[src/lpm_pkg.sv]
package lpm_pkg;
  localparam logic [3:0] LPM_ADDR_MODE = 4'h0;
  localparam logic [3:0] LPM_ADDR_STOPCFG = 4'h1;
  localparam logic [3:0] LPM_ADDR_PCG = 4'h2;
  localparam logic [3:0] LPM_ADDR_WAKEEN = 4'h3;
  localparam logic [3:0] LPM_ADDR_STATUS = 4'h4;
  localparam logic [3:0] LPM_ADDR_SLOWDIV = 4'h5;
  localparam logic [3:0] LPM_ADDR_GO = 4'h6;
  localparam logic [2:0] LPM_REQ_NONE = 3'h0;
  localparam logic [2:0] LPM_REQ_SLOW = 3'h1;
  localparam logic [2:0] LPM_REQ_PCG = 3'h2;
  localparam logic [2:0] LPM_REQ_WFI = 3'h3;
  localparam logic [2:0] LPM_REQ_STOP = 3'h4;
  localparam logic [2:0] LPM_REQ_STBY = 3'h5;
  // stop configuration field positions
  localparam int LPM_STOP_KEEP_OSC = 0;
  localparam int LPM_STOP_KEEP_FLASH = 1;
  localparam int LPM_STOP_KEEP_VREG = 2;
  localparam int LPM_STOP_RTC_RUN = 3;
  localparam int LPM_SLOW_USE_LP = 4;
  localparam logic [7:0] LPM_SLOWDIV_RST = 8'h07;
  localparam logic [4:0] LPM_STOPCFG_RST = 5'h00;
  localparam int LPM_SYS_CLK_HZ = 50000000;
  localparam int LPM_OSC_STAB_US = 100;
  localparam int LPM_OSC_STAB_CYC = LPM_OSC_STAB_US * (LPM_SYS_CLK_HZ / 1000000);
  typedef enum logic [2:0] {
    LPM_RUN, LPM_SLOW, LPM_PCG, LPM_WFI, LPM_STOP, LPM_STBY, LPM_RESTART
  } lpm_state_t;
endpackage

[src/lpm_controller.sv]
// Design decisions made here: the register offsets and strobed register access.
`timescale 1ns/1ps
// Behaviour
// - slow mode divides system clock or runs from low-power clock, oscillators off.
// - peripheral clock gating mode gates bus clocks of unused peripherals.
// - wait-for-interrupt stops only the CPU clock; any interrupt restarts it.
// - stop disables clocks and peripherals, retains memory; osc/regulator off unless options keep them.
// - stop ends on wake-up line, or rtc event if rtc kept running.
// - stop can keep main oscillator, flash or main regulator enabled.
// - standby removes core supply; only rtc stays powered from backup.
// - standby ends on standby wake pin event or rtc alarm.
// - standby only allowed in single-supply scheme, not external core supply.
// - standby wake pin is input only, never output or alternate function.
// - rtc counters run except in stop without LPM_STOP_RTC_RUN set; alarm acts as low-power wake source.
// - after reset or stop/standby wake, cpu runs from rc oscillator while osc stabilizes.
// - five low power modes: slow, gating, wait, stop, standby.
module lpm_controller import lpm_pkg::*; #(
  parameter int NPERIPH = 16,
  parameter int NWAKE = 16,
  parameter int OSC_STAB_CYC = LPM_OSC_STAB_CYC
) (
  input wire logic sys_clk,
  input wire logic srst,
  input wire logic ce,
  input wire logic [3:0] addr,
  input wire logic [31:0] wdata,
  input wire logic wr,
  input wire logic rd,
  output logic [31:0] rdata,
  input wire logic [NWAKE-1:0] wake_lines,
  input wire logic irq_pending,
  input wire logic standby_wake_pin,
  input wire logic rtc_alarm,
  input wire logic rtc_periodic,
  input wire logic ext_core_supply,
  output logic cpu_clk_en,
  output logic sys_clk_en,
  output logic [NPERIPH-1:0] periph_clk_en,
  output logic main_osc_en,
  output logic pll_en,
  output logic flash_en,
  output logic main_vreg_en,
  output logic core_power_en,
  output logic use_rc_clk,
  output logic use_lp_clk,
  output logic rtc_clk_en
);
  typedef struct packed {
    lpm_state_t st;
    logic [2:0] mode;
    logic [4:0] stopcfg;
    logic [NPERIPH-1:0] peripheral_clock_gating_mode;
    logic [NWAKE-1:0] wake_en;
    logic [7:0] slowdiv;
    logic [31:0] stab_cnt;
    logic stby_refused;
    logic wake_seen;
    logic pin_q;
    logic [31:0] rdata;
    logic cpu_clk_en;
    logic sys_clk_en;
    logic [NPERIPH-1:0] periph_clk_en;
    logic main_osc_en;
    logic pll_en;
    logic flash_en;
    logic main_vreg_en;
    logic core_power_en;
    logic use_rc_clk;
    logic use_lp_clk;
    logic rtc_clk_en;
  } lpm_ctl_st_t;

  lpm_ctl_st_t s_reg, s_next;
  logic slow_tick;
  logic go;
  logic line_wake;
  logic pin_rise;
  logic rtc_wake;
  logic stby_wake;
  logic [NPERIPH-1:0] pcg_mask;

  lpm_divider #(.W(8)) u_div (
    .sys_clk(sys_clk),
    .srst(srst),
    .ce(ce),
    .div(s_reg.slowdiv),
    .tick(slow_tick)
  );

  assign go = wr && (addr == LPM_ADDR_GO);
  assign line_wake = |(wake_lines & s_reg.wake_en);
  // pin is input only; only its rising edge counts as a trigger
  assign pin_rise = standby_wake_pin && !s_reg.pin_q;

  // rtc only wakes stop when it was left running there
  assign rtc_wake = s_reg.stopcfg[LPM_STOP_RTC_RUN] &&
    (rtc_alarm || rtc_periodic);
  assign stby_wake = pin_rise || rtc_alarm;

  // per-peripheral gate, applied only while gating mode is entered;
  // taken from the programmed bits so the gate lands with the mode
  genvar g;
  generate
    for (g = 0; g < NPERIPH; g++) begin : g_pcg
      assign pcg_mask[g] = !s_reg.peripheral_clock_gating_mode[g];
    end
  endgenerate

  always_comb begin
    s_next = s_reg;
    s_next.pin_q = standby_wake_pin;
    s_next.rdata = 32'h0;
    // register writes
    if (wr) begin
      if (addr == LPM_ADDR_MODE) begin
        s_next.mode = wdata[2:0];
      end else if (addr == LPM_ADDR_STOPCFG) begin
        s_next.stopcfg = wdata[4:0];
      end else if (addr == LPM_ADDR_PCG) begin
        s_next.peripheral_clock_gating_mode = wdata[NPERIPH-1:0];
      end else if (addr == LPM_ADDR_WAKEEN) begin
        s_next.wake_en = wdata[NWAKE-1:0];
      end else if (addr == LPM_ADDR_SLOWDIV) begin
        s_next.slowdiv = wdata[7:0];
      end else if (addr == LPM_ADDR_STATUS) begin
        // write one clears sticky bits; a new event in this cycle wins below
        if (wdata[8]) begin
          s_next.stby_refused = 1'b0;
        end
        if (wdata[9]) begin
          s_next.wake_seen = 1'b0;
        end
      end
    end
    // register reads
    if (rd) begin
      if (addr == LPM_ADDR_MODE) begin
        s_next.rdata = {29'h0, s_reg.mode};
      end else if (addr == LPM_ADDR_STOPCFG) begin
        s_next.rdata = {27'h0, s_reg.stopcfg};
      end else if (addr == LPM_ADDR_PCG) begin
        s_next.rdata = 32'(s_reg.peripheral_clock_gating_mode);
      end else if (addr == LPM_ADDR_WAKEEN) begin
        s_next.rdata = 32'(s_reg.wake_en);
      end else if (addr == LPM_ADDR_STATUS) begin
        s_next.rdata = {22'h0, s_reg.wake_seen, s_reg.stby_refused,
                        5'h0, s_reg.st};
      end else if (addr == LPM_ADDR_SLOWDIV) begin
        s_next.rdata = {24'h0, s_reg.slowdiv};
      end else begin
        s_next.rdata = 32'h0;
      end
    end

    case (s_reg.st)
      LPM_RUN: begin
        // entry only on explicit go, one mode at a time
        if (go) begin
          case (s_reg.mode)
            LPM_REQ_SLOW: begin
              s_next.st = LPM_SLOW;
            end
            LPM_REQ_PCG: begin
              s_next.st = LPM_PCG;
            end
            LPM_REQ_WFI: begin
              s_next.st = LPM_WFI;
            end
            LPM_REQ_STOP: begin
              s_next.st = LPM_STOP;
            end
            LPM_REQ_STBY: begin
              if (ext_core_supply) begin
                s_next.stby_refused = 1'b1;
              end else begin
                s_next.st = LPM_STBY;
              end
            end
            default: begin
              s_next.st = LPM_RUN;
            end
          endcase
        end
      end
      LPM_SLOW: begin
        // software leaves slow by requesting go with mode none
        if (go && s_reg.mode == LPM_REQ_NONE) begin
          s_next.st = LPM_RUN;
        end
      end

      LPM_PCG: begin
        // same exit as slow; gate bits stay programmed for next entry
        if (go && s_reg.mode == LPM_REQ_NONE) begin
          s_next.st = LPM_RUN;
        end
      end
      LPM_WFI: begin
        if (irq_pending || line_wake) begin
          s_next.st = LPM_RUN;
          s_next.wake_seen = 1'b1;
        end
      end
      LPM_STOP: begin
        if (line_wake || rtc_wake) begin
          s_next.st = LPM_RESTART;
          s_next.stab_cnt = '0;
          s_next.wake_seen = 1'b1;
        end
      end
      LPM_STBY: begin
        if (stby_wake) begin
          s_next.st = LPM_RESTART;
          s_next.stab_cnt = '0;
          s_next.wake_seen = 1'b1;
        end
      end
      LPM_RESTART: begin
        // cpu already runs on rc clock; wait for main oscillator
        if (s_reg.stab_cnt >= 32'(OSC_STAB_CYC - 1)) begin
          s_next.st = LPM_RUN;
        end else begin
          s_next.stab_cnt = s_reg.stab_cnt + 32'h1;
        end
      end
      default: begin
        s_next.st = LPM_RUN;
      end
    endcase

    // outputs decoded from the next state so they come from flip-flops
    s_next.cpu_clk_en = 1'b1;
    s_next.sys_clk_en = 1'b1;
    s_next.periph_clk_en = '1;
    s_next.main_osc_en = 1'b1;
    s_next.pll_en = 1'b1;
    s_next.flash_en = 1'b1;
    s_next.main_vreg_en = 1'b1;
    s_next.core_power_en = 1'b1;
    s_next.use_rc_clk = 1'b0;
    s_next.use_lp_clk = 1'b0;
    s_next.rtc_clk_en = 1'b1;
    case (s_next.st)
      LPM_RUN: begin
        s_next.periph_clk_en = '1;
      end
      LPM_SLOW: begin
        if (s_reg.stopcfg[LPM_SLOW_USE_LP]) begin
          s_next.main_osc_en = 1'b0;
          s_next.pll_en = 1'b0;
          s_next.use_lp_clk = 1'b1;
        end else begin
          s_next.sys_clk_en = slow_tick;
          s_next.cpu_clk_en = slow_tick;
        end
      end
      LPM_PCG: begin
        s_next.periph_clk_en = pcg_mask;
      end
      LPM_WFI: begin
        s_next.cpu_clk_en = 1'b0;
      end
      LPM_STOP: begin
        s_next.cpu_clk_en = 1'b0;
        s_next.sys_clk_en = 1'b0;
        s_next.periph_clk_en = '0;
        s_next.pll_en = 1'b0;
        s_next.main_osc_en = s_reg.stopcfg[LPM_STOP_KEEP_OSC];
        s_next.flash_en = s_reg.stopcfg[LPM_STOP_KEEP_FLASH];
        s_next.main_vreg_en = s_reg.stopcfg[LPM_STOP_KEEP_VREG];
        s_next.rtc_clk_en = s_reg.stopcfg[LPM_STOP_RTC_RUN];
      end
      LPM_STBY: begin
        s_next.cpu_clk_en = 1'b0;
        s_next.sys_clk_en = 1'b0;
        s_next.periph_clk_en = '0;
        s_next.pll_en = 1'b0;
        s_next.main_osc_en = 1'b0;
        s_next.flash_en = 1'b0;
        s_next.main_vreg_en = 1'b0;
        s_next.core_power_en = 1'b0;
      end
      LPM_RESTART: begin
        s_next.use_rc_clk = 1'b1;
        s_next.pll_en = 1'b0;
        s_next.periph_clk_en = '1;
      end
      default: begin
        s_next.periph_clk_en = '1;
      end
    endcase
  end

  always_ff @(posedge sys_clk) begin
    if (srst) begin
      // reset also starts from the rc clock with an oscillator wait
      s_reg.mode <= LPM_REQ_NONE;
      s_reg.peripheral_clock_gating_mode <= '0;
      s_reg.stab_cnt <= '0;
      s_reg.stby_refused <= 1'b0;
      s_reg.wake_seen <= 1'b0;
      // pin idles low, so no false edge follows reset
      s_reg.pin_q <= 1'b0;
      s_reg.rdata <= 32'h0;
      s_reg.pll_en <= 1'b0;
      s_reg.use_lp_clk <= 1'b0;
      s_reg.st <= LPM_RESTART;
      s_reg.stopcfg <= LPM_STOPCFG_RST;
      s_reg.slowdiv <= LPM_SLOWDIV_RST;
      s_reg.wake_en <= '1;
      s_reg.cpu_clk_en <= 1'b1;
      s_reg.sys_clk_en <= 1'b1;
      s_reg.periph_clk_en <= '1;
      s_reg.main_osc_en <= 1'b1;
      s_reg.flash_en <= 1'b1;
      s_reg.main_vreg_en <= 1'b1;
      s_reg.core_power_en <= 1'b1;
      s_reg.use_rc_clk <= 1'b1;
      s_reg.rtc_clk_en <= 1'b1;
    end else if (ce) begin
      s_reg <= s_next;
    end
  end

  assign rdata = s_reg.rdata;
  assign cpu_clk_en = s_reg.cpu_clk_en;
  assign sys_clk_en = s_reg.sys_clk_en;
  assign periph_clk_en = s_reg.periph_clk_en;
  assign main_osc_en = s_reg.main_osc_en;
  assign pll_en = s_reg.pll_en;
  assign flash_en = s_reg.flash_en;
  assign main_vreg_en = s_reg.main_vreg_en;
  assign core_power_en = s_reg.core_power_en;
  assign use_rc_clk = s_reg.use_rc_clk;
  assign use_lp_clk = s_reg.use_lp_clk;
  assign rtc_clk_en = s_reg.rtc_clk_en;
endmodule

[src/lpm_divider.sv]
`timescale 1ns/1ps
module lpm_divider import lpm_pkg::*; #(
  parameter int W = 8
) (
  input wire logic sys_clk,
  input wire logic srst,
  input wire logic ce,
  input wire logic [W-1:0] div,
  output logic tick
);
  typedef struct packed {
    logic [W-1:0] cnt;
    logic tick;
  } lpm_div_st_t;
  lpm_div_st_t s_reg, s_next;
  always_comb begin
    s_next = s_reg;
    s_next.tick = 1'b0;
    if (s_reg.cnt >= div) begin
      s_next.cnt = '0;
      s_next.tick = 1'b1;
    end else begin
      s_next.cnt = s_reg.cnt + 1'b1;
    end
  end
  always_ff @(posedge sys_clk) begin
    if (srst) begin
      s_reg <= '0;
    end else if (ce) begin
      s_reg <= s_next;
    end
  end
  assign tick = s_reg.tick;
endmodule

[config.mk]
export PLATFORM = sky130hd
export DESIGN_NAME = lpm_controller
export DESIGN_NICKNAME = d
export VERILOG_FILES = /design/src/lpm_pkg.sv /design/src/lpm_controller.sv /design/src/lpm_divider.sv
export SDC_FILE = /design/constraint.sdc
export NUM_CORES = 1
export LEC_CHECK = 0
export ABC_AREA = 1
export BUFFER_PORTS_ARGS = -buffer_cell sky130_fd_sc_hd__buf_2
export CAP_MARGIN = 40
export CORE_MARGIN = 5
export CORE_UTILIZATION = 40
export DETAILED_ROUTE_END_ITERATION = 6
export GPL_TIMING_DRIVEN = 0
export PLACE_DENSITY = 0.59
export SETUP_SLACK_MARGIN = 0.05
export SLEW_MARGIN = 20
export SYNTH_ARGS = -nofsm -noshare
export SYNTH_HDL_FRONTEND = slang
export SYNTH_SLANG_ARGS = --single-unit
[constraint.sdc]
create_clock -name sys_clk -period 3.2 [get_ports sys_clk]
set_input_delay 0.64 -clock sys_clk [delete_from_list [all_inputs] [get_ports sys_clk]]
set_output_delay 0.64 -clock sys_clk [all_outputs]
set_load 0.02 [all_outputs]
# --- After elaboration in Yosys (flattened, before gate mapping) ---
# Cells that the tools add are included.
# W data, S select, Z words.
word_totals:
  register_bits: 153
  input_bits: 62
  word_cells: 151
op_classes:
  addsub: 2
  magnitude_cmp: 2
  eq_ne: 26
  muxes: 52
  bitwise: 5
  reduce_logical: 40
ops:
  columns: ["cell", "n"]
  rows:
  - ["$mux W32", 3]
  - ["$pmux W32 S3", 1]
  - ["$mux W16", 5]
  - ["$add A32 B1 Y32 const B", 1]
  - ["$ge A32 B13 Y1 const B", 1]
  - ["$pmux W16 S2", 1]
  - ["$eq A3 B3 Y1 const B", 8]
  - ["$mux W3", 7]
  - ["$eq A3 B2 Y1 const B", 6]
  - ["$mux W2", 9]
  - ["$pmux W3 S6", 1]
  - ["$logic_not A1 Y1", 17]
  - ["$and A16 B16 Y16", 1]
  - ["$mux W8", 2]
  - ["$reduce_or A16 Y1", 1]
  - ["$mux W1", 15]
  - ["$pmux W3 S5", 1]
  - ["$eq A4 B3 Y1 const B", 3]
  - ["$mux W10", 1]
  - ["$reduce_and A5 Y1", 2]
  - ["$eq A3 B1 Y1 const B", 3]
  - ["$add A8 B1 Y8 const B", 1]
  - ["$eq A4 B2 Y1 const B", 2]
  - ["$ge A8 B8 Y1", 1]
  - ["17 further kinds", 34]

# --- Depth between registers and ports, before layout ---
# Gate-level depths: netlist of run 1.
logic_depth:
  word_depth: 12
  ltp_mapped: 16
  mapped_depth_nobuf: 15

# --- By module ---
# From an unflattened synthesis of run 1, not the netlist that was laid out.
hier_totals:
  hier_cells: 919
  hier_area_um2: 6623.9
modules_own_cells:
  columns: ["mod", "instances", "cells_each", "area_each_um2", "seq_area_each_um2"]
  rows:
  - ["lpm_controller", 1, 836, 6013.3, 2562.5]
  - ["lpm_divider", 1, 83, 610.6, 180.2]

# --- Worst setup path before layout of run 1 ---
# No wires, ideal clock.
synth_timing:
  path_type: "input -> register"
  from: "input port addr[3]"
  to: "register s_reg[117] (netlist name)"
  arrival_ps: 1882
  required_ps: 3072
  setup_slack_ps: 1190
  cell_stages: 9
  path_buffers: 1
  cell_sequence: "nor2_2 -> inv_1 -> nor2_1 -> inv_1 -> nor2_2 -> nand2_1 -> clkbuf_1 -> o21ai_0 -> a21oi_1"
synth_between:
  elab_chain_len: 3
  word_cells_on_any_way: 6
synth_rtl:
  columns: ["item", "line_no", "text"]
  rows:
  - ["start: declaration", "lpm_controller.sv:25", "input wire logic [3:0] addr,"]
  - ["$eq A4 B1 Y1 / $logic_not A4 Y1 (equally long branches)", "lpm_controller.sv:117, lpm_controller.sv:115", null]
  - ["$not A1 Y1 (no line)", null, null]
  - ["$reduce_and A5 Y1 (no line) *", null, null]
  - ["end signal: assignment", "lpm_controller.sv:321", "s_reg <= s_next;"]
  - ["end: declaration", "lpm_controller.sv:73", "lpm_ctl_st_t s_reg, s_next;"]
# Mark *: on every way between the ends. The rest lies on a longest branch, timed or not.
# A chain may end at the register's enable or synchronous reset.

# --- Worst setup path after layout of run 1 ---
layout_timing:
  from: "input port wake_lines[8]"
  to: "register periph_clk_en[0] (netlist name)"
layout_between:
  elab_chain_len: 8
  word_cells_on_any_way: 12
layout_rtl:
  columns: ["item", "line_no", "text"]
  rows:
  - ["start: declaration", "lpm_controller.sv:30", "input wire logic [NWAKE-1:0] wake_lines,"]
  - ["$and A16 B16 Y16 *", "lpm_controller.sv:91", "assign line_wake = |(wake_lines & s_reg.wake_en);"]
  - ["$reduce_or A16 Y1 *", "lpm_controller.sv:91", null]
  - ["$logic_or A1 B1 Y1 (on tied branches)", "lpm_controller.sv:205, lpm_controller.sv:199", null]
  - ["$mux W3 (on tied branches)", "lpm_controller.sv:205, lpm_controller.sv:199", null]
  - ["$pmux W3 S6 *", "lpm_controller.sv:155", "case (s_reg.st)"]
  - ["$eq A3 B3 Y1", "lpm_controller.sv:243", "case (s_next.st)"]
  - ["$reduce_or A2 Y1 (no line)", null, null]
  - ["$pmux W16 S2 *", "lpm_controller.sv:243", null]
# Marks and branches as above.

==> out/qor.tcl, run 1 <==
set qor(vias) 6088
set qor(ios) 120
set qor(synth.top_cells.by_area) {sky130_fd_sc_hd__dfxtp_1 42%, sky130_fd_sc_hd__nand2_1 12%, sky130_fd_sc_hd__a21oi_1 8.6%}
set qor(synth_common_cells) {200 x sky130_fd_sc_hd__nand2_1, 137 x sky130_fd_sc_hd__dfxtp_1, 111 x sky130_fd_sc_hd__a21oi_1, 82 x sky130_fd_sc_hd__nor2_1}
set qor(power.net_switching_mw) 1.124
set qor(comb_power_share_pct) 13.4
set qor(critical_path.endpoint_type) {flip-flop}
set qor(io_buffer_count) 86
set qor(maxSlewHeadroom_pct) 42.91
set qor(largest_reg_flops) 86
set qor(post-route-period-util_pct) 70.15
set qor(post-layout-total-power_mw) 4.317
set qor(crit_type) {in2reg}
set qor(tritoncts) {done}
set qor(grt_usage_pct) 19.69
set qor(cts_post_setup_buffers_inserted) 0
set qor(cts_repair_resize_count) 0
set qor(setup_violation_total_in_the_final_timing_report) 0
set qor(post-synth-top-count-cell) {sky130_fd_sc_hd__nand2_1}
set qor(clock_power_share_pct) 45.1
set qor(wire_length_of_the_first_global_routing_pass_um) 28410
set qor(max_cap_violations) 0
set qor(timing.final.max_slew_violations) 0
set qor(timing.critical_path.from_type) {input port}
set qor(clock_pin_slew_worst_setup_and_hold_paths_ns) 0.06
set qor(area_delta_synth_final_pct) 20.70
set qor(vdd.ir_drop.worst_v) 0.0003769
set qor(yosysSeqAreaShare_pct) 42.29
set qor(cp_max_fo) 10
set qor(final_design_area_no_fill_um2) 7828
set qor(detail_route.wirelength_um) 18490
set qor(grt.overflow.total) 0
set qor(detail_route.wl_per_cell_um) 14.90
set qor(floorplan.initialDensity_pct) 40.82
set qor(grt_antenna_before_repair) 0
set qor(cp_num_buf_inv) 2
set qor(cp_slowest_cell) {sky130_fd_sc_hd__nor2_1}
set qor(power.share.switching_pct) 26.03
set qor(placement_rows) 46
set qor(hold_violations) 0
set qor(edff_count_synth) 0
set qor(outcome) {complete, no violations}
set qor(chipHeight_um) 137.3
set qor(timing.critical_path.required_ns) 3.52
set qor(drcViolationCount) 0
set qor(signal_arrival_time_at_the_worst_endpoint_ns) 2.56
set qor(core_area_um2) 15890
set qor(synth_area_per_cell_um2) 7.270
set qor(yosys.area.top_type_share_pct) 42.29
set qor(power_frac_seq_pct) 41.5
set qor(post_cts_hold_buffer_count) 0
set qor(cpMostUsedCell) {sky130_fd_sc_hd__nand2_1}
set qor(grt_max_degree) 17
set qor(max_stage_delay_ns) 0.42
set qor(design.die.area_um2) 18860
set qor(synthDominantAreaCellType) {sky130_fd_sc_hd__dfxtp_1}
set qor(power.density_cell_area_nw_per_um2) 551.5
set qor(critical_path.cell_chain) {buf_2 > nand2_1 > nand2_1 > nor2_1 > nand2_1 > nor2_1 > nand3_1 > nand2_1 > nor2_2 > nand2_2 > nand2_4 > nand2_4 > buf_12 > o21ai_2 > nand2_1 > nand2_1}
set qor(drt_first_iter_violations) 474
set qor(first_global_vias) 5382
set qor(tritoncts.num_buffers) 17
set qor(setup_repair_after_global_routing_missed_its_margin) {no}
set qor(timing.fmax_mhz) 445.4
set qor(vias_per_cell) 4.906
set qor(yosysWarningCount) 0
set qor(period_needed_ns) 2.245
set qor(drtAntennaViolNets) 0
set qor(die_width_um) 137.3
set qor(worst_clock_skew_ns) 0.007857
set qor(path_delay_family) {simple AND/OR/NAND/NOR gates}
set qor(clk_path_buf_depth) 2
set qor(detailedRoute.firstPassIterationCount) 5
set qor(fin_nets) 1085
set qor(worst-slew-pin-transition_ns) 0.8563
set qor(finalWeightedCongestion) 0.8988
set qor(worst_skew_pair.late_latency_ns) 0.42
set qor(fraction_of_final_layout_cells_sized_beyond_drive_strength_1_pct) 19.71
set qor(insertedDiodeCount) 0
set qor(worst_hold_slack_ns) 0.4363
set qor(clk_tree_root_cell) {sky130_fd_sc_hd__clkbuf_16}
set qor(cts_num_sinks) 137
set qor(p_leak_nw) 3.436
set qor(synth-async-reset-ratio_pct) 0
set qor(cts_max_level) 4
set qor(yosys_cell_types) 40
set qor(dp_hpwl_um) 14150
set qor(synthesis.instances) 892
set qor(ys_ff_latch) 137
set qor(post-route-util_pct) 49.28
set qor(dominantRegCellSynth) {sky130_fd_sc_hd__dfxtp_1}
set qor(synthesis.area_um2) 6485
set qor(holdCritPathClass) {reg2reg}
set qor(tns_ns) 0
set qor(p_int_mw) 3.193
set qor(placed_cell_area_um2) 7242
-- routing by layer --
metal	global-route usage, %	vias to the layer above	routed length (µm)
met3	5.369	30	1455
met1	27.87	2732	8564
met4	6.874	0	404
met5	0	-	0
met2	28.77	202	8066
li1	-	3124	-
-- power groups by stage --
| stage | sequential [mW] | clock (mW) | combinational, mW |
|---|---|---|---|
| global route | 1.80 | 2.05 | 0.638 |
| CTS | 1.79 | 1.97 | 0.576 |
| floorplan | 1.83 | 0 | 0.401 |
| finish | 1.79 | 1.95 | 0.577 |
| detailed placement | 1.83 | 0 | 0.573 |
| global placement | 1.83 | 0 | 0.571 |
-- worst min-delay path, cell delays in order (launching register included) --
cell,delay (ns)
sky130_fd_sc_hd__dfxtp_1,0.31
sky130_fd_sc_hd__nand2_1,0.06
sky130_fd_sc_hd__nor2_1,0.03
-- cell usage in the layout, fill, tap and decap left out, types with 2 or more instances in the layout --
master and count:
sky130_fd_sc_hd__nand4_1 8, sky130_fd_sc_hd__inv_1 71, sky130_fd_sc_hd__bufinv_16 2, sky130_fd_sc_hd__nand3_1 39
sky130_fd_sc_hd__nand2_1 200, sky130_fd_sc_hd__a22oi_1 3, sky130_fd_sc_hd__xnor2_1 2, sky130_fd_sc_hd__buf_2 92
sky130_fd_sc_hd__nor2_4 2, sky130_fd_sc_hd__o21ai_0 71, sky130_fd_sc_hd__clkbuf_8 4, sky130_fd_sc_hd__o211ai_1 5
sky130_fd_sc_hd__o21ai_2 10, sky130_fd_sc_hd__o221ai_1 6, sky130_fd_sc_hd__nor2_2 6, sky130_fd_sc_hd__nand2_4 2
sky130_fd_sc_hd__clkinv_1 2, sky130_fd_sc_hd__clkbuf_16 17, sky130_fd_sc_hd__clkinv_2 3, sky130_fd_sc_hd__inv_2 2
sky130_fd_sc_hd__o22ai_1 11, sky130_fd_sc_hd__o2111ai_1 3, sky130_fd_sc_hd__nand2_2 3, sky130_fd_sc_hd__buf_6 2
sky130_fd_sc_hd__xor2_1 3, sky130_fd_sc_hd__ha_1 11, sky130_fd_sc_hd__clkinvlp_4 2, sky130_fd_sc_hd__nor3_1 10
sky130_fd_sc_hd__or2_2 2, sky130_fd_sc_hd__dfxtp_1 137, sky130_fd_sc_hd__clkbuf_1 27, sky130_fd_sc_hd__buf_4 48
sky130_fd_sc_hd__nor2_1 82, sky130_fd_sc_hd__conb_1 16, sky130_fd_sc_hd__a21oi_1 111
-- kinds of logic after synthesis --
kind of cell    Yosys count  synth area share [%]
compound gates          222                 18.85
other cells               1               0.05783
buf+inv                 156                 12.44
flops                   137                 42.29
simple gates            360                 23.56
xor+xnor                  5                0.6754
fa+ha+maj                11                 2.122
-- worst paths after layout --
| kind | start | to | slack [ns] | depth (start not counted) |
|---|---|---|---|---|
| max reg2reg | s_reg[111] | periph_clk_en[0] | 0.96 | 15 |
| min | s_reg[79] | s_reg[79] | 0.44 | 2 |
| min reg2reg | s_reg[79] | s_reg[79] | 0.44 | 2 |
| max | wake_lines[8] | periph_clk_en[0] | 0.96 | 16 |
-- cell type report --
class	count	area [µm²]
clock buffers	25	495.5
flip-flops and latches	137	2743
plain buffers	80	519.2
multi-input cells	614	2992
clock inverters	7	90.09
repair buffers	86	430.4
fillers	1643	8058
inverters	76	287.8
well taps	216	270.3
-- per-stage QoR --
step | cells | setup slack, ns
2_1_floorplan | 907 | 1.190
3_3_place_gp | 1209 | 0.5994
3_5_place_dp | 1209 | 0.5929
4_1_cts | 1241 | 1.018
5_1_grt | 1241 | 0.7498
6_report | 1241 | 0.9551
No activity file was read; power rests on OpenSTA's default activity.
==> run 2, diff against run 1 <==
Settings changed: PLACE_DENSITY 0.59 to 0.61.
Clock period 3.2 ns to 2.06 ns, I/O delays scaled along.
==> run 2 against run 1 <==
Worst hold slack worse by 0.21 ns. Worst setup slack got worse by 0.83 ns. Wire length increased by 1.4%. Largest power group unchanged. Highest routed layer unchanged.
==> out/qor.tcl, run 2 (same netlist as run 1, synthesis figures left out) <==
set qor(setup_repair_after_global_routing_missed_its_margin) {no}
set qor(vias) 6253
set qor(fin_ws_ns) 0.1203
set qor(setup_violation_total_in_the_final_timing_report) 0
set qor(die_width_um) 137.3
set qor(cts_num_sinks) 137
set qor(post-route-period-util_pct) 94.16
set qor(wire_length_of_the_first_global_routing_pass_um) 28770
set qor(drtAntennaViolNets) 0
set qor(final_design_area_no_fill_um2) 8040
set qor(crit_type) {reg2reg}
set qor(dp_hpwl_um) 13980
set qor(cp_num_buf_inv) 3
set qor(wl_met2_um) 8378
set qor(hold_violations) 0
set qor(layout_common_cells) {197 x sky130_fd_sc_hd__nand2_1, 130 x sky130_fd_sc_hd__dfxtp_1, 111 x sky130_fd_sc_hd__a21oi_1}
set qor(tritoncts) {done}
set qor(post-layout-total-power_mw) 6.592
set qor(timing.fmax_mhz) 515.5
set qor(power.share.switching_pct) 26.68
set qor(path_delay_family) {simple AND/OR/NAND/NOR gates}
set qor(io_buffer_count) 86
set qor(drt_first_iter_violations) 590
set qor(largest_reg_flops) 86
set qor(maxSlewHeadroom_pct) 40.93
set qor(tns_ns) 0
set qor(max_stage_delay_ns) 0.36
set qor(drcViolationCount) 0
set qor(ios) 120
set qor(critical_path_cell_count) 14
set qor(timing.critical_path.from_type) {flip-flop}
set qor(route.top_layer_used) {met4}
set qor(clk_tree_root_cell) {sky130_fd_sc_hd__clkbuf_16}
set qor(tritoncts.num_buffers) 17
set qor(fin_nets) 1096
set qor(fillerInstances) 1647
set qor(timing.critical_path.required_ns) 2.37
set qor(design.die.area_um2) 18860
set qor(cp_slowest_cell) {sky130_fd_sc_hd__dfxtp_4}
set qor(chipHeight_um) 137.3
set qor(p_leak_nw) 3.509
set qor(post-route-util_pct) 50.61
set qor(detail_route.wl_per_cell_um) 14.98
set qor(critical_path.cell_chain) {inv_2 > ha_4 > nand2_2 > nand3_2 > o22ai_1 > inv_1 > nand2_4 > nor2_4 > nand2_8 > nand2_8 > clkbuf_16 > o21ai_2 > nand2_1 > nand2_1}
set qor(worst_hold_slack_ns) 0.2226
set qor(post_cts_hold_buffer_count) 0
set qor(insertedDiodeCount) 0
set qor(core_area_um2) 15890
set qor(layout_commonest_cell) {sky130_fd_sc_hd__nand2_1}
set qor(placed_cell_area_um2) 7242
set qor(max_cap_violations) 0
set qor(clock_pin_slew_worst_setup_and_hold_paths_ns) 0.06
set qor(fraction_of_final_layout_cells_sized_beyond_drive_strength_1_pct) 23.36
set qor(timing.final.max_slew_violations) 0
set qor(outcome) {complete, no violations}
set qor(ff2ff_path_depth) 14
set qor(detail_route.wirelength_um) 18750
set qor(crit-reg2reg-launch) {s_reg[140]}
set qor(finalWeightedCongestion) 0.8647
set qor(stdcell_count) 1252
set qor(power_frac_seq_pct) 42.2
set qor(power.density_cell_area_nw_per_um2) 819.8
set qor(grt_antenna_before_repair) 0
set qor(min_path_cells) 3
set qor(comb_power_share_pct) 15.1
set qor(worst_clock_skew_ns) 0.009600
set qor(post-place-ws_ns) -0.4229
set qor(placed_instance_count) 1209
set qor(grt.overflow.total) 0
set qor(signal_arrival_time_at_the_worst_endpoint_ns) 2.25
set qor(power.net_switching_mw) 1.759
set qor(critical_path.endpoint_type) {flip-flop}
set qor(grt_usage_pct) 19.89
set qor(routed_length_on_met1_um) 8694
set qor(holdCritPathClass) {in2reg}
set qor(cts_max_level) 4
set qor(placement_rows) 46
set qor(area_delta_synth_final_pct) 23.98
set qor(holdCritStartpoint) {wdata[14]}
set qor(worst_skew_pair.late_latency_ns) 0.42
set qor(period_needed_ns) 1.940
set qor(cp_max_fo) 8
set qor(detailedRoute.firstPassIterationCount) 5
set qor(vdd.ir_drop.worst_v) 0.0005484
set qor(clk_path_buf_depth) 2
set qor(routed-wl-met3_um) 1360
set qor(grt_max_degree) 17
set qor(worst_setup_path_startpoint) {s_reg[140]}
set qor(p_int_mw) 4.833
set qor(floorplan.initialDensity_pct) 40.82
set qor(clock_power_share_pct) 42.6
set qor(vias_per_cell) 4.994
set qor(worst-slew-pin-transition_ns) 0.8860
set qor(first_global_vias) 5519
## run 2: cell count changes in the layout (fill, tap and decap cells not counted), moves of 4 or more
cell	before	now
sky130_fd_sc_hd__buf_4	48	58
sky130_fd_sc_hd__dfxtp_1	137	130
sky130_fd_sc_hd__dfxtp_2	0	4
sky130_fd_sc_hd__inv_2	2	6
sky130_fd_sc_hd__nand3_1	39	35
sky130_fd_sc_hd__nor2_1	82	76
sky130_fd_sc_hd__nor2_2	6	10
## run 2: worst paths after layout
path                                     endpoint  slack [ns]
worst max-delay path            periph_clk_en[14]        0.12
worst max register to register  periph_clk_en[14]        0.12
worst min register to register          s_reg[83]        0.44
worst min-delay path                   s_reg[115]        0.22
## run 2: layer usage
| layer | GRT usage (%) | up-vias |
|---|---|---|
| met1 | 28.40 | 2852 |
| met3 | 4.018 | 26 |
| met5 | 0 | - |
| li1 | - | 3156 |
| met2 | 30.05 | 219 |
| met4 | 6.430 | 0 |
## run 2: worst min-delay path: stages
cell and delay [ns]:
sky130_fd_sc_hd__buf_2 0.09, sky130_fd_sc_hd__nand2_1 0.05, sky130_fd_sc_hd__nand3_1 0.06
## run 2: area by class of cell
cell class | count | area (µm²) | share of cell area (%)
well taps | 216 | 270.3 | 3.361
plain buffers | 80 | 526.8 | 6.552
flip-flops and latches | 137 | 2759 | 34.31
inverters | 76 | 287.8 | 3.579
multi-input cells | 614 | 3123 | 38.84
clock buffers | 24 | 471.7 | 5.867
clock inverters | 8 | 71.32 | 0.8870
repair buffers | 97 | 530.5 | 6.598
## run 2: what timing repair did
action / 4_1_cts / 5_1_grt
gates resized for setup: 5 / 43
cloned: 0 / 1
pin swaps: 1 / 7
buffers inserted: 1 / 9
endpoints found under the setup margin: 23 / 80
hold endpoints to repair: 0 / 0
## run 2: power groups by stage
stage,Sequential [mW],Combinational (mW),Clock (mW)
floorplan,2.84,0.623,0
global placement,2.84,0.887,0
detailed placement,2.84,0.890,0
CTS,2.78,0.903,2.85
global route,2.79,1.09,2.98
finish,2.78,0.998,2.81
==> run 3, diff against run 2 <==
Settings changed: ABC_AREA 1 to unset.
==> run 3 against run 2 <==
The flow now finishes with violations (negative setup slack). Area after synthesis is 0.17% lower. Via count is 7.8% lower. Die area is 0.17% lower. Worst hold slack better by 0.010 ns. Global-route usage is 0.22 points higher. Largest power group unchanged. Highest routed layer unchanged.
==> out/qor.tcl, run 3 <==
set qor(finalWeightedCongestion) 0.8737
set qor(area_delta_synth_final_pct) 29.18
set qor(layout_common_cells) {130 x sky130_fd_sc_hd__dfxtp_1, 101 x sky130_fd_sc_hd__nor2_1, 89 x sky130_fd_sc_hd__nand2_1}
set qor(p_leak_nw) 3.356
set qor(synthesis.instances) 747
set qor(edff_count_synth) 0
set qor(clock_pin_slew_worst_setup_and_hold_paths_ns) 0.06
set qor(hold_violations) 0
set qor(cts_num_sinks) 137
set qor(critical_path.endpoint_type) {flip-flop}
set qor(synthesis.area_um2) 6474
set qor(drt_first_iter_violations) 383
set qor(fillerInstances) 1506
set qor(globalRouteMet3Util_pct) 3.579
set qor(design.die.area_um2) 18830
set qor(post-route-period-util_pct) 121.4
set qor(maxSlewHeadroom_pct) 51.53
set qor(drtAntennaViolNets) 0
set qor(timing.critical_path.from_type) {flip-flop}
set qor(core_area_um2) 15890
set qor(dp_hpwl_um) 13550
set qor(power.net_switching_mw) 1.661
set qor(vdd.ir_drop.worst_v) 0.0005397
set qor(chipHeight_um) 137.2
set qor(crit_type) {reg2reg}
set qor(worst_clock_skew_ns) 0.01116
set qor(grt_usage_pct) 20.11
set qor(first_global_vias) 5362
set qor(max_cap_violations) 0
set qor(fraction_of_final_layout_cells_sized_beyond_drive_strength_1_pct) 30.04
set qor(grt_busiest_layer) {met2}
set qor(drcViolationCount) 0
set qor(worst-slew-pin-transition_ns) 0.7271
set qor(power.share.switching_pct) 26.48
set qor(post-layout-total-power_mw) 6.275
set qor(detail_route.wl_per_cell_um) 16.84
set qor(ys_ff_latch) 137
set qor(grt.overflow.total) 0
set qor(timing.fmax_mhz) 399.8
set qor(fin_nets) 972
set qor(met2_usage_pct) 30.16
set qor(signal_arrival_time_at_the_worst_endpoint_ns) 2.85
set qor(yosys.area.top_type_share_pct) 42.37
set qor(wire_length_of_the_first_global_routing_pass_um) 29010
set qor(post-synth-top-count-cell) {sky130_fd_sc_hd__dfxtp_1}
set qor(stdcell_count) 1128
set qor(timing.final.max_slew_violations) 0
set qor(vias) 5765
set qor(clk_path_buf_depth) 2
set qor(floorplan.initialDensity_pct) 40.75
set qor(synth.top_cells.by_area) {sky130_fd_sc_hd__dfxtp_1 42%, sky130_fd_sc_hd__nor2_1 6.1%, sky130_fd_sc_hd__buf_4 5.6%}
set qor(setup_violation_total_in_the_final_timing_report) 59
set qor(synth_area_per_cell_um2) 8.666
set qor(period_needed_ns) 2.501
set qor(power.density_cell_area_nw_per_um2) 750.3
set qor(largest_reg_flops) 86
set qor(cp_max_fo) 7
set qor(placed_instance_count) 1065
set qor(violated_checks) {negative setup slack}
set qor(worst_skew_pair.late_latency_ns) 0.42
set qor(setup_repair_after_global_routing_missed_its_margin) {yes}
set qor(placement_rows) 46
set qor(synth-async-reset-ratio_pct) 0
set qor(fin_ws_ns) -0.4409
set qor(tritoncts) {done}
set qor(cts_max_level) 4
set qor(outcome) {finished with violations}
set qor(ios) 120
set qor(yosysSeqAreaShare_pct) 42.37
set qor(grt_antenna_before_repair) 0
set qor(insertedDiodeCount) 0
set qor(dominantRegCellSynth) {sky130_fd_sc_hd__dfxtp_1}
set qor(post_cts_hold_buffer_count) 0
set qor(io_buffer_count) 86
set qor(synthDominantAreaCellType) {sky130_fd_sc_hd__dfxtp_1}
set qor(p_int_mw) 4.613
set qor(vias_per_cell) 5.111
set qor(power_frac_seq_pct) 43.4
set qor(grt_max_degree) 17
set qor(clock_power_share_pct) 45.9
set qor(yosys_cell_types) 71
set qor(yosysWarningCount) 0
set qor(layout_commonest_cell) {sky130_fd_sc_hd__dfxtp_1}
set qor(timing.critical_path.required_ns) 2.41
set qor(detail_route.wirelength_um) 19000
set qor(die_width_um) 137.2
set qor(tritoncts.num_buffers) 17
set qor(holdCritPathClass) {in2reg}
set qor(met1_capacity_usage_during_global_routing_pct) 29.50
set qor(synth_common_cells) {137 x sky130_fd_sc_hd__dfxtp_1, 106 x sky130_fd_sc_hd__nor2_1, 89 x sky130_fd_sc_hd__nand2_1, 48 x sky130_fd_sc_hd__buf_4, 37 x sky130_fd_sc_hd__a21oi_1}
set qor(detailedRoute.firstPassIterationCount) 5
set qor(clk_tree_root_cell) {sky130_fd_sc_hd__clkbuf_16}
set qor(comb_power_share_pct) 10.7
[run 3: changes by cell type after synthesis, moves of 10 or more]
| cell | before | now |
|---|---|---|
| sky130_fd_sc_hd__a211oi_1 | 0 | 12 |
| sky130_fd_sc_hd__a21oi_1 | 111 | 37 |
| sky130_fd_sc_hd__a22oi_1 | 3 | 15 |
| sky130_fd_sc_hd__and2_1 | 0 | 13 |
| sky130_fd_sc_hd__inv_1 | 71 | 18 |
| sky130_fd_sc_hd__mux2i_1 | 0 | 35 |
| sky130_fd_sc_hd__nand2_1 | 200 | 89 |
| sky130_fd_sc_hd__nand3_1 | 39 | 10 |
| sky130_fd_sc_hd__nor2_1 | 82 | 106 |
| sky130_fd_sc_hd__nor4_1 | 1 | 12 |
| sky130_fd_sc_hd__o21ai_0 | 71 | 16 |
| sky130_fd_sc_hd__o21ai_2 | 10 | 0 |
[run 3: cells by family after synthesis]
kind of cell	synth area share, %
xor gates and xnor gates	2.300
muxes	6.977
adders and majority gates	2.126
DFF	42.37
buffers and inverters	9.084
other	0.05793
AOI/OAI and AO/OA	16.16
and+or+nand+nor	20.93
[run 3: area by class of cell]
type / count / area (µm²) / area share (%)
inverter: 20 / 75.07 / 0.8977
sequential: 137 / 2754 / 32.93
clock inverter: 11 / 88.84 / 1.062
multi-input combinational: 521 / 3427 / 40.98
buffer: 84 / 560.5 / 6.703
timing repair buffer: 118 / 716.9 / 8.573
clock buffer: 21 / 470.5 / 5.625
tap: 216 / 270.3 / 3.232
[run 3: through the flow]
step           hold WS [ns]  instance area (µm²)  TNS, ns  setup slack, ns  util (%)
2_1_floorplan        0.4304                 6560   -13.09          -0.4879         -
3_3_place_gp         0.4447                 7261   -70.02           -1.020     45.71
3_5_place_dp         0.4481                 7266   -70.44           -1.039     45.74
4_1_cts              0.2195                 8244   -20.11          -0.4306     51.90
5_1_grt              0.2266                 8363   -27.92          -0.5364     52.65
6_report             0.2328                 8363   -22.31          -0.4409     52.65
[run 3: worst max-delay path, stage by stage, from the launching register on]
cell and delay [ns]:
sky130_fd_sc_hd__dfxtp_2 0.33, sky130_fd_sc_hd__a22o_1 0.23, sky130_fd_sc_hd__a221oi_2 0.25, sky130_fd_sc_hd__nand4_4 0.18, sky130_fd_sc_hd__o211a_1 0.30, sky130_fd_sc_hd__or4b_1 0.49
sky130_fd_sc_hd__buf_6 0.16, sky130_fd_sc_hd__or3_4 0.38, sky130_fd_sc_hd__a21oi_2 0.11
[run 3: power by group through the flow]
stage               Sequential (mW)  Clock (mW)  Combinational (mW)
floorplan                      2.78           0               0.356
global placement               2.78           0               0.547
detailed placement             2.78           0               0.548
CTS                            2.72        2.90               0.638
global route                   2.73        3.05               0.720
finish                         2.72        2.88               0.672
[run 3: repair_timing]
action	CTS	global route
endpoints found under the setup margin	87	90
cloned	3	0
setup buffers	23	5
gates resized for setup	48	23
endpoints found under the hold margin	0	0
pin swaps	13	5
[run 3: final timing paths]
kind | cells past startpoint | end | startpoint | slack, ns
worst max-delay path | 8 | use_lp_clk | s_reg[104] | -0.44
worst min-delay path | 3 | s_reg[112] | wdata[11] | 0.23
worst max register to register | 8 | use_lp_clk | s_reg[104] | -0.44
worst min register to register | 1 | s_reg[89] | s_reg[89] | 0.46
[run 3: routing by layer]
layer | wire (µm) | part of all wire (%) | vias up
li1 | - | - | 2865
met1 | 8960 | 47 | 2658
met2 | 8471 | 45 | 218
met3 | 1276 | 6.7 | 24
met4 | 290 | 1.5 | 0
met5 | 0 | 0 | -
